File: src/rtl/pps_pkg.sv
/*
  Shared constants for the pin output routing block with its lock.
  Assumes both ends are built on the same 40 MHz clock and reset.
*/
package pps_pkg;
  // pin count: two eight-bit ports, A and B
  localparam int PIN_COUNT = 16;
  // number of peripheral input selection registers
  localparam int IN_SEL_COUNT = 4;
  // number of output source codes, 0x00 through 0x1c
  localparam int SRC_COUNT = 29;

  // output source codes for pin_output_source_select
  typedef enum logic [4:0] {
    SRC_PORT_LATCH = 5'h00, SRC_LOGIC_CELL_1 = 5'h01, SRC_LOGIC_CELL_2 = 5'h02,
    SRC_LOGIC_CELL_3 = 5'h03, SRC_LOGIC_CELL_4 = 5'h04, SRC_WAVEFORM_A = 5'h05,
    SRC_WAVEFORM_B = 5'h06, SRC_WAVEFORM_C = 5'h07, SRC_WAVEFORM_D = 5'h08,
    SRC_CAPTURE_COMPARE_1 = 5'h09, SRC_CAPTURE_COMPARE_2 = 5'h0a,
    SRC_PULSE_WIDTH_3 = 5'h0b, SRC_PULSE_WIDTH_4 = 5'h0c, SRC_PULSE_WIDTH_5 = 5'h0d,
    SRC_SERIAL_TX_CLK_1 = 5'h0e, SRC_RESERVED_0F = 5'h0f, SRC_SERIAL_SYNC_DATA_1 = 5'h10,
    SRC_SERIAL_TX_CLK_2 = 5'h11, SRC_RESERVED_12 = 5'h12, SRC_SERIAL_SYNC_DATA_2 = 5'h13,
    SRC_COMPARATOR = 5'h14, SRC_SYNC_PORT_CLOCK_1 = 5'h15, SRC_SYNC_PORT_DATA_1 = 5'h16,
    SRC_SYNC_PORT_CLOCK_2 = 5'h17, SRC_SYNC_PORT_DATA_2 = 5'h18, SRC_TIMER_ZERO = 5'h19,
    SRC_NUMERIC_OSC = 5'h1a, SRC_CONVERTER_GUARD_A = 5'h1b, SRC_CONVERTER_GUARD_B = 5'h1c
  } src_code_t;

  // device register addresses on the link
  localparam logic [7:0] ADDR_OUT_SEL_BASE = 8'h00;
  localparam logic [7:0] ADDR_IN_SEL_BASE = 8'h10;
  localparam logic [7:0] ADDR_LOCK = 8'h20;
  localparam logic [7:0] ADDR_INPUT_LEVEL_SELECT_A = 8'h21;
  localparam logic [7:0] ADDR_INPUT_LEVEL_SELECT_B = 8'h22;
  localparam logic [7:0] ADDR_PORT_A = 8'h24;
  localparam logic [7:0] ADDR_PORT_B = 8'h25;

  // key values written to routing_lock_register
  localparam logic [7:0] KEY_FIRST = 8'h55;
  localparam logic [7:0] KEY_SECOND = 8'haa;
  // routing_locked_flag position in routing_lock_register
  localparam int LOCKED_BIT = 0;

  // peripheral_input_pin_select field positions
  localparam int IN_PORT_LSB = 3;
  localparam int IN_PIN_MSB = 2;

  // input select values after power-on: B0, A4, B5, A1
  localparam logic [IN_SEL_COUNT-1:0][5:0] IN_SEL_RESET = {6'h01, 6'h0d, 6'h04, 6'h08};
  localparam logic [4:0] OUT_SEL_RESET = 5'h00;
  localparam logic [7:0] INPUT_LEVEL_SELECT_RESET = 8'h00;

  // key sequence states, one-hot
  typedef enum logic [2:0] {
    KEY_IDLE = 3'b001,
    KEY_GOT_FIRST = 3'b010,
    KEY_ARMED = 3'b100
  } key_state_t;

  // controller registers on APB (byte addresses)
  localparam logic [11:0] APB_CMD = 12'h000;
  localparam logic [11:0] APB_STATUS = 12'h004;
  // command word fields
  localparam int CMD_DATA_LSB = 0;
  localparam int CMD_ADDR_LSB = 8;
  localparam int CMD_WRITE_BIT = 16;
  // status word fields
  localparam int STAT_BUSY_BIT = 0;
  localparam int STAT_RDATA_LSB = 8;
endpackage

File: src/rtl/pps_link_if.sv
/*
  Register link between the routing controller and the routing device.
  Assumes both ends share one clock; no timing is carried here.
*/
`timescale 1ns/100ps
interface pps_link_if;
  logic reqValid; // one-cycle request pulse
  logic reqWrite; // 1 write, 0 read
  logic [7:0] reqAddr; // device register address
  logic [7:0] reqData; // write data
  logic rspValid; // one-cycle answer pulse
  logic [7:0] rspData; // read data, zero for writes

  modport device (
    input reqValid,
    input reqWrite,
    input reqAddr,
    input reqData,
    output rspValid,
    output rspData
  );

  modport host (
    output reqValid,
    output reqWrite,
    output reqAddr,
    output reqData,
    input rspValid,
    input rspData
  );
endinterface

File: src/rtl/pps_device.sv
/*
  Pin output routing device: per-pin source select, input select,
  lock register with key sequence, pad level select and port read.
  Assumes the link and the peripheral signals run on clk; pin levels
  arrive from outside and are synchronised here. rst_n is the power-on
  or brown-out reset; softReset is any other device reset, one cycle.
*/
`timescale 1ns/100ps

// Summary of operation
// - each pin has its own source select
// - direction bit enables driver for ordinary sources
// - self-driving peripheral overrides the direction bit
// - codes 0-8: latch, logic cells, waveforms
// - codes 9-0x13: capture, pwm, serial outputs
// - codes 0x14-0x1c: comparator to guards; reserved
// - software routes bidirectional input and output identically
// - pad levels follow input level select bits
// - unlocked selections accept plain writes
// - locked selections refuse all writes
// - setting lock needs 0x55, 0xaa first
// - clearing lock needs the same key
// - software masks interrupts around key sequence
// - one-way option: set once, no clear
// - without option lock toggles freely with key
// - sleep leaves all selections untouched
// - power-on reset restores input defaults, clears outputs
// - other resets keep all selections
// - every reset clears the lock
// - input select: port bits 5:3, pin 2:0
// - port read returns real pin level
module pps_device (
  input wire logic clk,
  input wire logic rst_n,
  pps_link_if.device link,
  input wire logic softReset,
  input wire logic lockOnceCfg,
  input wire logic [pps_pkg::PIN_COUNT-1:0] portLatch,
  input wire logic [pps_pkg::PIN_COUNT-1:0] pinDirection,
  input wire logic [pps_pkg::PIN_COUNT-1:0] pinIn,
  input wire logic [pps_pkg::SRC_COUNT-1:0] srcOut,
  input wire logic [pps_pkg::SRC_COUNT-1:0] srcOwnsDrv,
  input wire logic [pps_pkg::SRC_COUNT-1:0] srcOe_n,
  output logic [pps_pkg::PIN_COUNT-1:0] pinOut,
  output logic [pps_pkg::PIN_COUNT-1:0] pinOe_n,
  output logic [pps_pkg::PIN_COUNT-1:0] pinSchmitt,
  output logic [pps_pkg::IN_SEL_COUNT-1:0] periphIn,
  output logic routingLocked
);

  // whole state of the device in one record
  typedef struct packed {
    logic [pps_pkg::PIN_COUNT-1:0][4:0] outSel; // pin_output_source_select
    logic [pps_pkg::IN_SEL_COUNT-1:0][5:0] inSel; // peripheral_input_pin_select
    logic [pps_pkg::PIN_COUNT-1:0] inLevel; // input_level_select, both ports
    logic locked; // routing_locked_flag
    logic lockUsed; // lock was set since the last reset
    pps_pkg::key_state_t keyState; // progress through the key
    logic [pps_pkg::PIN_COUNT-1:0] pinMeta; // first synchroniser stage
    logic [pps_pkg::PIN_COUNT-1:0] pinSync; // second synchroniser stage
    logic [pps_pkg::PIN_COUNT-1:0] pinOut; // registered pin data
    logic [pps_pkg::PIN_COUNT-1:0] pinOe_n; // registered pin enable, low drives
    logic [pps_pkg::IN_SEL_COUNT-1:0] periphIn; // routed peripheral inputs
    logic rspValid; // answer pulse
    logic [7:0] rspData; // answer data
  } dev_state_t;

  dev_state_t state_ff; // registered state
  dev_state_t nxt_state; // next state

  logic [pps_pkg::PIN_COUNT-1:0] muxOut; // per-pin routed data
  logic [pps_pkg::PIN_COUNT-1:0] muxOe_n; // per-pin routed enable
  logic [pps_pkg::IN_SEL_COUNT-1:0] muxIn; // per-input routed level

  // per-pin output routing
  genvar gi;
  generate
    for (gi = 0; gi < pps_pkg::PIN_COUNT; gi++) begin : g_pin
      logic [4:0] code; // this pin's source code
      logic srcBit; // selected peripheral level
      logic owns; // selected peripheral drives the pad itself
      logic srcEn_n; // that peripheral's own enable
      assign code = state_ff.outSel[gi];
      // source decode: out-of-range codes give zero
      assign srcBit = (code < 5'(pps_pkg::SRC_COUNT)) ? srcOut[code] : 1'b0;
      assign owns = (code < 5'(pps_pkg::SRC_COUNT)) ? srcOwnsDrv[code] : 1'b0;
      assign srcEn_n = (code < 5'(pps_pkg::SRC_COUNT)) ? srcOe_n[code] : 1'b1;
      assign muxOut[gi] = (code == pps_pkg::SRC_PORT_LATCH) ? portLatch[gi] : srcBit;
      // direction bit otherwise, high means input
      assign muxOe_n[gi] = (code != pps_pkg::SRC_PORT_LATCH && owns) ? srcEn_n : pinDirection[gi];
    end
  endgenerate

  // per-input selection of a synchronised pin level
  generate
    for (gi = 0; gi < pps_pkg::IN_SEL_COUNT; gi++) begin : g_in
      logic [2:0] port; // selected port, 0 is A
      logic [2:0] pin; // selected pin in port
      assign port = state_ff.inSel[gi][pps_pkg::IN_PORT_LSB +: 3];
      assign pin = state_ff.inSel[gi][pps_pkg::IN_PIN_MSB:0];
      // only ports A and B exist here; other ports read low
      assign muxIn[gi] = (port < 3'd2) ? state_ff.pinSync[{port[0], pin}] : 1'b0;
    end
  endgenerate

  // next-state logic: link access, key sequence, resets
  always_comb begin
    logic wrSel; // write hits a selection register
    logic [7:0] a; // request address
    logic [7:0] d; // request data
    wrSel = 1'b0;
    a = link.reqAddr;
    d = link.reqData;
    nxt_state = state_ff;
    // the first stage only feeds the second
    nxt_state.pinMeta = pinIn;
    nxt_state.pinSync = state_ff.pinMeta;
    nxt_state.pinOut = muxOut;
    nxt_state.pinOe_n = muxOe_n;
    nxt_state.periphIn = muxIn;
    nxt_state.rspValid = link.reqValid;
    nxt_state.rspData = 8'h00;
    // no sleep term reaches any selection
    if (link.reqValid) begin
      // any access other than the next key step aborts
      nxt_state.keyState = pps_pkg::KEY_IDLE;
      if (link.reqWrite) begin
        wrSel = (a < pps_pkg::ADDR_IN_SEL_BASE + 8'(pps_pkg::IN_SEL_COUNT));
        if (a == pps_pkg::ADDR_LOCK) begin
          case (state_ff.keyState)
            pps_pkg::KEY_IDLE: begin
              if (d == pps_pkg::KEY_FIRST) begin
                nxt_state.keyState = pps_pkg::KEY_GOT_FIRST;
              end
            end
            pps_pkg::KEY_GOT_FIRST: begin
              if (d == pps_pkg::KEY_SECOND) begin
                nxt_state.keyState = pps_pkg::KEY_ARMED;
              end
            end
            pps_pkg::KEY_ARMED: begin
              // one-way option allows one set per reset
              if (d[pps_pkg::LOCKED_BIT] && !(lockOnceCfg && state_ff.lockUsed)) begin
                nxt_state.locked = 1'b1;
                nxt_state.lockUsed = 1'b1;
              end
              // repeated clears allowed without the option
              if (!d[pps_pkg::LOCKED_BIT] && !lockOnceCfg) begin
                nxt_state.locked = 1'b0;
              end
            end
            default: begin
              nxt_state.keyState = pps_pkg::KEY_IDLE;
            end
          endcase
        end else if (a == pps_pkg::ADDR_INPUT_LEVEL_SELECT_A) begin
          // pad level select for port A
          nxt_state.inLevel[7:0] = d;
        end else if (a == pps_pkg::ADDR_INPUT_LEVEL_SELECT_B) begin
          nxt_state.inLevel[15:8] = d;
        end else if (wrSel && !state_ff.locked) begin
          if (a < pps_pkg::ADDR_IN_SEL_BASE) begin
            nxt_state.outSel[a[3:0]] = d[4:0];
          end else begin
            nxt_state.inSel[a[1:0]] = d[5:0];
          end
        end
      end else begin
        // read answers
        if (a < pps_pkg::ADDR_IN_SEL_BASE) begin
          nxt_state.rspData = {3'b000, state_ff.outSel[a[3:0]]};
        end else if (a < pps_pkg::ADDR_IN_SEL_BASE + 8'(pps_pkg::IN_SEL_COUNT)) begin
          nxt_state.rspData = {2'b00, state_ff.inSel[a[1:0]]};
        end else if (a == pps_pkg::ADDR_LOCK) begin
          nxt_state.rspData = {7'h00, state_ff.locked};
        end else if (a == pps_pkg::ADDR_INPUT_LEVEL_SELECT_A) begin
          nxt_state.rspData = state_ff.inLevel[7:0];
        end else if (a == pps_pkg::ADDR_INPUT_LEVEL_SELECT_B) begin
          nxt_state.rspData = state_ff.inLevel[15:8];
        end else if (a == pps_pkg::ADDR_PORT_A) begin
          // real pin level, not the routed view
          nxt_state.rspData = state_ff.pinSync[7:0];
        end else if (a == pps_pkg::ADDR_PORT_B) begin
          nxt_state.rspData = state_ff.pinSync[15:8];
        end else begin
          nxt_state.rspData = 8'h00;
        end
      end
    end
    if (softReset) begin
      nxt_state.locked = 1'b0;
      nxt_state.lockUsed = 1'b0;
      nxt_state.keyState = pps_pkg::KEY_IDLE;
    end
  end

  // state register; power-on reset loads constants only
  always_ff @(posedge clk or negedge rst_n) begin
    if (!rst_n) begin
      // output selects cleared, input selects to default
      state_ff.outSel <= {pps_pkg::PIN_COUNT{pps_pkg::OUT_SEL_RESET}};
      state_ff.inSel <= pps_pkg::IN_SEL_RESET;
      state_ff.inLevel <= {2{pps_pkg::INPUT_LEVEL_SELECT_RESET}};
      state_ff.locked <= 1'b0;
      state_ff.lockUsed <= 1'b0;
      state_ff.keyState <= pps_pkg::KEY_IDLE;
      state_ff.pinMeta <= '0;
      state_ff.pinSync <= '0;
      state_ff.pinOut <= '0;
      // all pads released during reset
      state_ff.pinOe_n <= '1;
      state_ff.periphIn <= '0;
      state_ff.rspValid <= 1'b0;
      state_ff.rspData <= 8'h00;
    end else begin
      state_ff <= nxt_state;
    end
  end

  // outputs straight from the state register
  assign pinOut = state_ff.pinOut;
  assign pinOe_n = state_ff.pinOe_n;
  // schmitt when bit set, ttl otherwise
  assign pinSchmitt = state_ff.inLevel;
  assign periphIn = state_ff.periphIn;
  assign routingLocked = state_ff.locked;
  assign link.rspValid = state_ff.rspValid;
  assign link.rspData = state_ff.rspData;
endmodule

File: src/flat_wrapper.sv
// flat-port wrapper written by rule: the top's interface ports become plain ports
module pps_device_flat 
  (clk, rst_n, softReset, lockOnceCfg, portLatch, pinDirection, pinIn, srcOut, srcOwnsDrv, srcOe_n, pinOut, pinOe_n, pinSchmitt, periphIn, routingLocked, link_reqValid, link_reqWrite, link_reqAddr, link_reqData, link_rspValid, link_rspData);
  pps_link_if link_i ();
  input wire logic clk;
  input wire logic rst_n;
  input wire logic softReset;
  input wire logic lockOnceCfg;
  input wire logic [pps_pkg::PIN_COUNT-1:0] portLatch;
  input wire logic [pps_pkg::PIN_COUNT-1:0] pinDirection;
  input wire logic [pps_pkg::PIN_COUNT-1:0] pinIn;
  input wire logic [pps_pkg::SRC_COUNT-1:0] srcOut;
  input wire logic [pps_pkg::SRC_COUNT-1:0] srcOwnsDrv;
  input wire logic [pps_pkg::SRC_COUNT-1:0] srcOe_n;
  output logic [pps_pkg::PIN_COUNT-1:0] pinOut;
  output logic [pps_pkg::PIN_COUNT-1:0] pinOe_n;
  output logic [pps_pkg::PIN_COUNT-1:0] pinSchmitt;
  output logic [pps_pkg::IN_SEL_COUNT-1:0] periphIn;
  output logic routingLocked;
  input wire logic [$bits(link_i.reqValid)-1:0] link_reqValid;
  input wire logic [$bits(link_i.reqWrite)-1:0] link_reqWrite;
  input wire logic [$bits(link_i.reqAddr)-1:0] link_reqAddr;
  input wire logic [$bits(link_i.reqData)-1:0] link_reqData;
  output wire logic [$bits(link_i.rspValid)-1:0] link_rspValid;
  output wire logic [$bits(link_i.rspData)-1:0] link_rspData;
  assign link_i.reqValid = link_reqValid;
  assign link_i.reqWrite = link_reqWrite;
  assign link_i.reqAddr = link_reqAddr;
  assign link_i.reqData = link_reqData;
  assign link_rspValid = link_i.rspValid;
  assign link_rspData = link_i.rspData;
  pps_device u_core (.clk(clk), .rst_n(rst_n), .link(link_i), .softReset(softReset), .lockOnceCfg(lockOnceCfg), .portLatch(portLatch), .pinDirection(pinDirection), .pinIn(pinIn), .srcOut(srcOut), .srcOwnsDrv(srcOwnsDrv), .srcOe_n(srcOe_n), .pinOut(pinOut), .pinOe_n(pinOe_n), .pinSchmitt(pinSchmitt), .periphIn(periphIn), .routingLocked(routingLocked));
endmodule
File: config.mk
export PLATFORM = sky130hd
export DESIGN_NAME = pps_device_flat
export DESIGN_NICKNAME = d
export VERILOG_FILES = /design/src/rtl/pps_pkg.sv /design/src/rtl/pps_link_if.sv /design/src/rtl/pps_device.sv /design/src/flat_wrapper.sv
export SDC_FILE = /design/constraint.sdc
export NUM_CORES = 1
export LEC_CHECK = 0
export CORE_MARGIN = 3
export CORE_UTILIZATION = 35
export DETAILED_ROUTE_END_ITERATION = 12
export DONT_BUFFER_PORTS = 1
export PLACE_DENSITY = 0.53
export SKIP_LAST_GASP = 1
export SLEW_MARGIN = 20
export SYNTH_ARGS = -nofsm -noshare
export SYNTH_HDL_FRONTEND = slang
export SYNTH_SLANG_ARGS = --single-unit
File: constraint.sdc
create_clock -name clk -period 4 [get_ports clk]
set_input_delay 0.2 -clock clk [delete_from_list [all_inputs] [get_ports clk]]
set_output_delay 0.2 -clock clk [all_outputs]
set_load 0.1 [all_outputs]
==> out/results.ini <==
[outcome]
violations = negative hold slack
run_status = complete, but fails checks

[place]
place_hpwl_um = 56700
io_buffer_count = 0
place_area_um2 = 21500
gp_congestion = 0.926

[synthesis]
synthCells = 1858
synth_warnings = 0
synth_area_leaders = mux4_2 37%, dfrtp_1 20%, mux2_2 8.0%, mux2i_1 5.5%, clkbuf_1 3.4%
postSynthAreaPerCell_um2 = 11.8
synth.most_common_cell = mux4_2
netlist.area_leader.share_pct = 37.4
synthesis.area_um2 = 21900
ys_seq_area_share_pct = 23.2
synth-seq-cells = 202
synth_edf_count = 0
synthArstFlopShare_pct = 100
yosys-top-cells-count = 363 x mux4_2, 197 x clkbuf_1, 179 x dfrtp_1
synthFlopType = dfrtp_1
synth.net_count = 2015
synth_area_leader_cell = mux4_2
yosysUniqueCellTypes = 67

[timing]
slew_headroom_pct = 27.8
worstMarginPinSlew_ps = 1080
fin_tns_setup_ps = 0
fin_hold_ws_ps = -663
skew_ps = 24.8
fmax_ghz = 0.355
setup_violations = 0
finalHoldViolCount = 202
fin_crit_ps = 2820
finalCritPeriodShare_pct = 70.5
rsz0062_at_grt = false
slew_viol_final = 0

[routing]
wl_um = 93200
viasPerCell = 7.23
antenna_left = 0
drtIter0Drc = 2870
drc = 0
via_count = 18100
wl_per_cell_um = 37.3
firstDrtPassIters = 7

[floorplan]
fp-row-count = 91
die_w_um = 256
die_y_um = 256
core-area_um2 = 61700
dieArea_um2 = 65500
io_pins = 219
start_util_pct = 35.4

[setup_path]
worst_r2r_startpoint = u_core.g_pin[13].code[0]
cp.arrival_ps = 3330
startpoint_type = flip-flop
crit_path_max_fanout = 19
critPathKind = reg -> reg
rr_endpoint = u_core.pinOe_n[13]
worst-r2r-cell-count = 6
rrSetupSlack_ps = 1180
end_kind = flip-flop
worstPathRequired_ps = 4510

[power_and_ir_drop]
p_leak_nw = 7.65
power.density_nw_per_um2 = 277
power_mw = 6.43
ir_drop_mv = 0.306

[clock_network]
cts_buffers = 27
path_clk_slew_ps = 60
hold_buffers = 74
ctsHtreeMaxLevel = 1
cts_tree = yes
clock_latency_ps = 580
cts_resized = 0
clk_path_buf_depth = 3
cts_setup_buffers = 0
cts-root-buf = clkbuf_16
cts_num_sinks = 202

[global_routing]
grt_max_degree = 203
grt_pass1_wl_um = 132000
antenna_found_initial = 2
overflow = 0
grt_usage_pct = 27.7
first_global_vias = 17800

[cells_and_area]
design_area_um2 = 23200
nFillCells = 5956
areaGrowthSynthToFinish_pct = 5.91
layout-drive-gt1-share_pct = 37.8
nets = 1796

[flow_run]
drv_cap = 0

[min_path]
hp-class = in -> async

==> metrics by stage <==
stage | setup WS, ps | util (%) | cells
floorplan | 1680 | - | 1858
global placement | 1220 | 34.8 | 2373
detailed placement | 1190 | 34.8 | 2373
CTS | 1200 | 37.5 | 2497
global route | 991 | 37.5 | 2497
finish | 1180 | 37.5 | 2498
==> cell usage in the layout, fill, tap and decap left out, types with 8 or more instances in the layout <==
| cell type | netlist | routed |
|---|---|---|
| mux4_2 | 363 | 363 |
| dfrtp_1 | 179 | 167 |
| mux2_2 | 156 | 156 |
| mux2i_1 | 121 | 121 |
| nand2_1 | 99 | 99 |
| nor2_1 | 75 | 75 |
| dlygate4sd3_1 | 0 | 69 |
| a21oi_1 | 60 | 60 |
| o21ai_0 | 56 | 56 |
| nor2b_1 | 32 | 32 |
| clkbuf_16 | 0 | 27 |
| nand3_1 | 24 | 24 |
| nor3b_1 | 23 | 23 |
| dfstp_2 | 23 | 23 |
| inv_1 | 22 | 22 |
| a211oi_1 | 19 | 19 |
| nand2b_1 | 18 | 18 |
| o22ai_1 | 17 | 17 |
| nor3_1 | 16 | 16 |
| nand3b_1 | 16 | 16 |
| a31oi_1 | 14 | 14 |
| a211o_1 | 13 | 13 |
| a221oi_1 | 12 | 12 |
| buf_4 | 60 | 12 |
| dfrtp_2 | 0 | 12 |
| a2111oi_0 | 10 | 10 |
| or3_1 | 9 | 9 |
| and3b_1 | 9 | 9 |
| a311o_1 | 9 | 9 |
| a22oi_1 | 8 | 8 |
==> per-layer routing <==
metal	GRT usage, %	routed length (µm)	vias up
li1	-	-	6921
met1	35.7	33900	9133
met2	39.9	39300	1673
met3	11.6	14400	330
met4	13.8	5640	2
met5	0.585	49	-
==> area by class of cell <==
type                       count  area [µm²]  share of cell area, %
timing repair buffer          86         881                   3.80
inverter                      25        93.8                  0.405
multi-input combinational   1297       15100                   65.4
sequential                   202        5100                   22.0
antenna                        1        2.50                 0.0108
tap                          837        1050                   4.52
clock inverter                18         181                  0.783
clock buffer                  32         714                   3.08
==> worst max path at each step <==
stage                             start                  to  slack (ps)  cells after the start
2_1_floorplan  u_core.g_pin[13].code[0]  u_core.pinOe_n[13]        1680                      7
3_3_place_gp   u_core.g_pin[13].code[0]  u_core.pinOe_n[13]        1220                      6
3_5_place_dp   u_core.g_pin[13].code[0]  u_core.pinOe_n[13]        1190                      6
4_1_cts        u_core.g_pin[13].code[0]  u_core.pinOe_n[13]        1200                      6
5_1_grt        u_core.g_pin[13].code[0]  u_core.pinOe_n[13]         990                      6
6_report       u_core.g_pin[13].code[0]  u_core.pinOe_n[13]        1180                      6
==> flip-flops by register name, summed over array words and instances (netlist names) <==
name,count
u_core.g_pin.code,80
u_core.routingLocked,1
u_core.link.rspValid,1
u_core.periphIn,4
u_core.nxt_state,16
u_core.g_in.port,12
u_core.pinOe_n,16
u_core.pinOut,16
u_core.pinSchmitt,16
u_core.state_ff,20
u_core.link.rspData,8
u_core.g_in.pin,12
==> cell families after synthesis <==
logic type             count (synthesis)  share of synthesized area (%)
flip-flops                           202                           23.2
multiplexers                         641                           51.0
AO/OA/AOI/OAI                        293                           9.38
buffers and inverters                359                           7.51
AND/OR/NAND/NOR                      363                           8.87
==> critical path, stage by stage, from the launching register on <==
cell,delay [ps]
dfrtp_1,980
buf_4,340
mux4_2,530
mux4_2,470
inv_1,60
o21ai_0,80
mux2_2,290
==> power breakdown <==
group	switching (mW)	internal [mW]
Combinational	0.383	0.737
Sequential	0.643	2.18
Clock	1.07	1.42
Power figures use the tool's default switching activity.
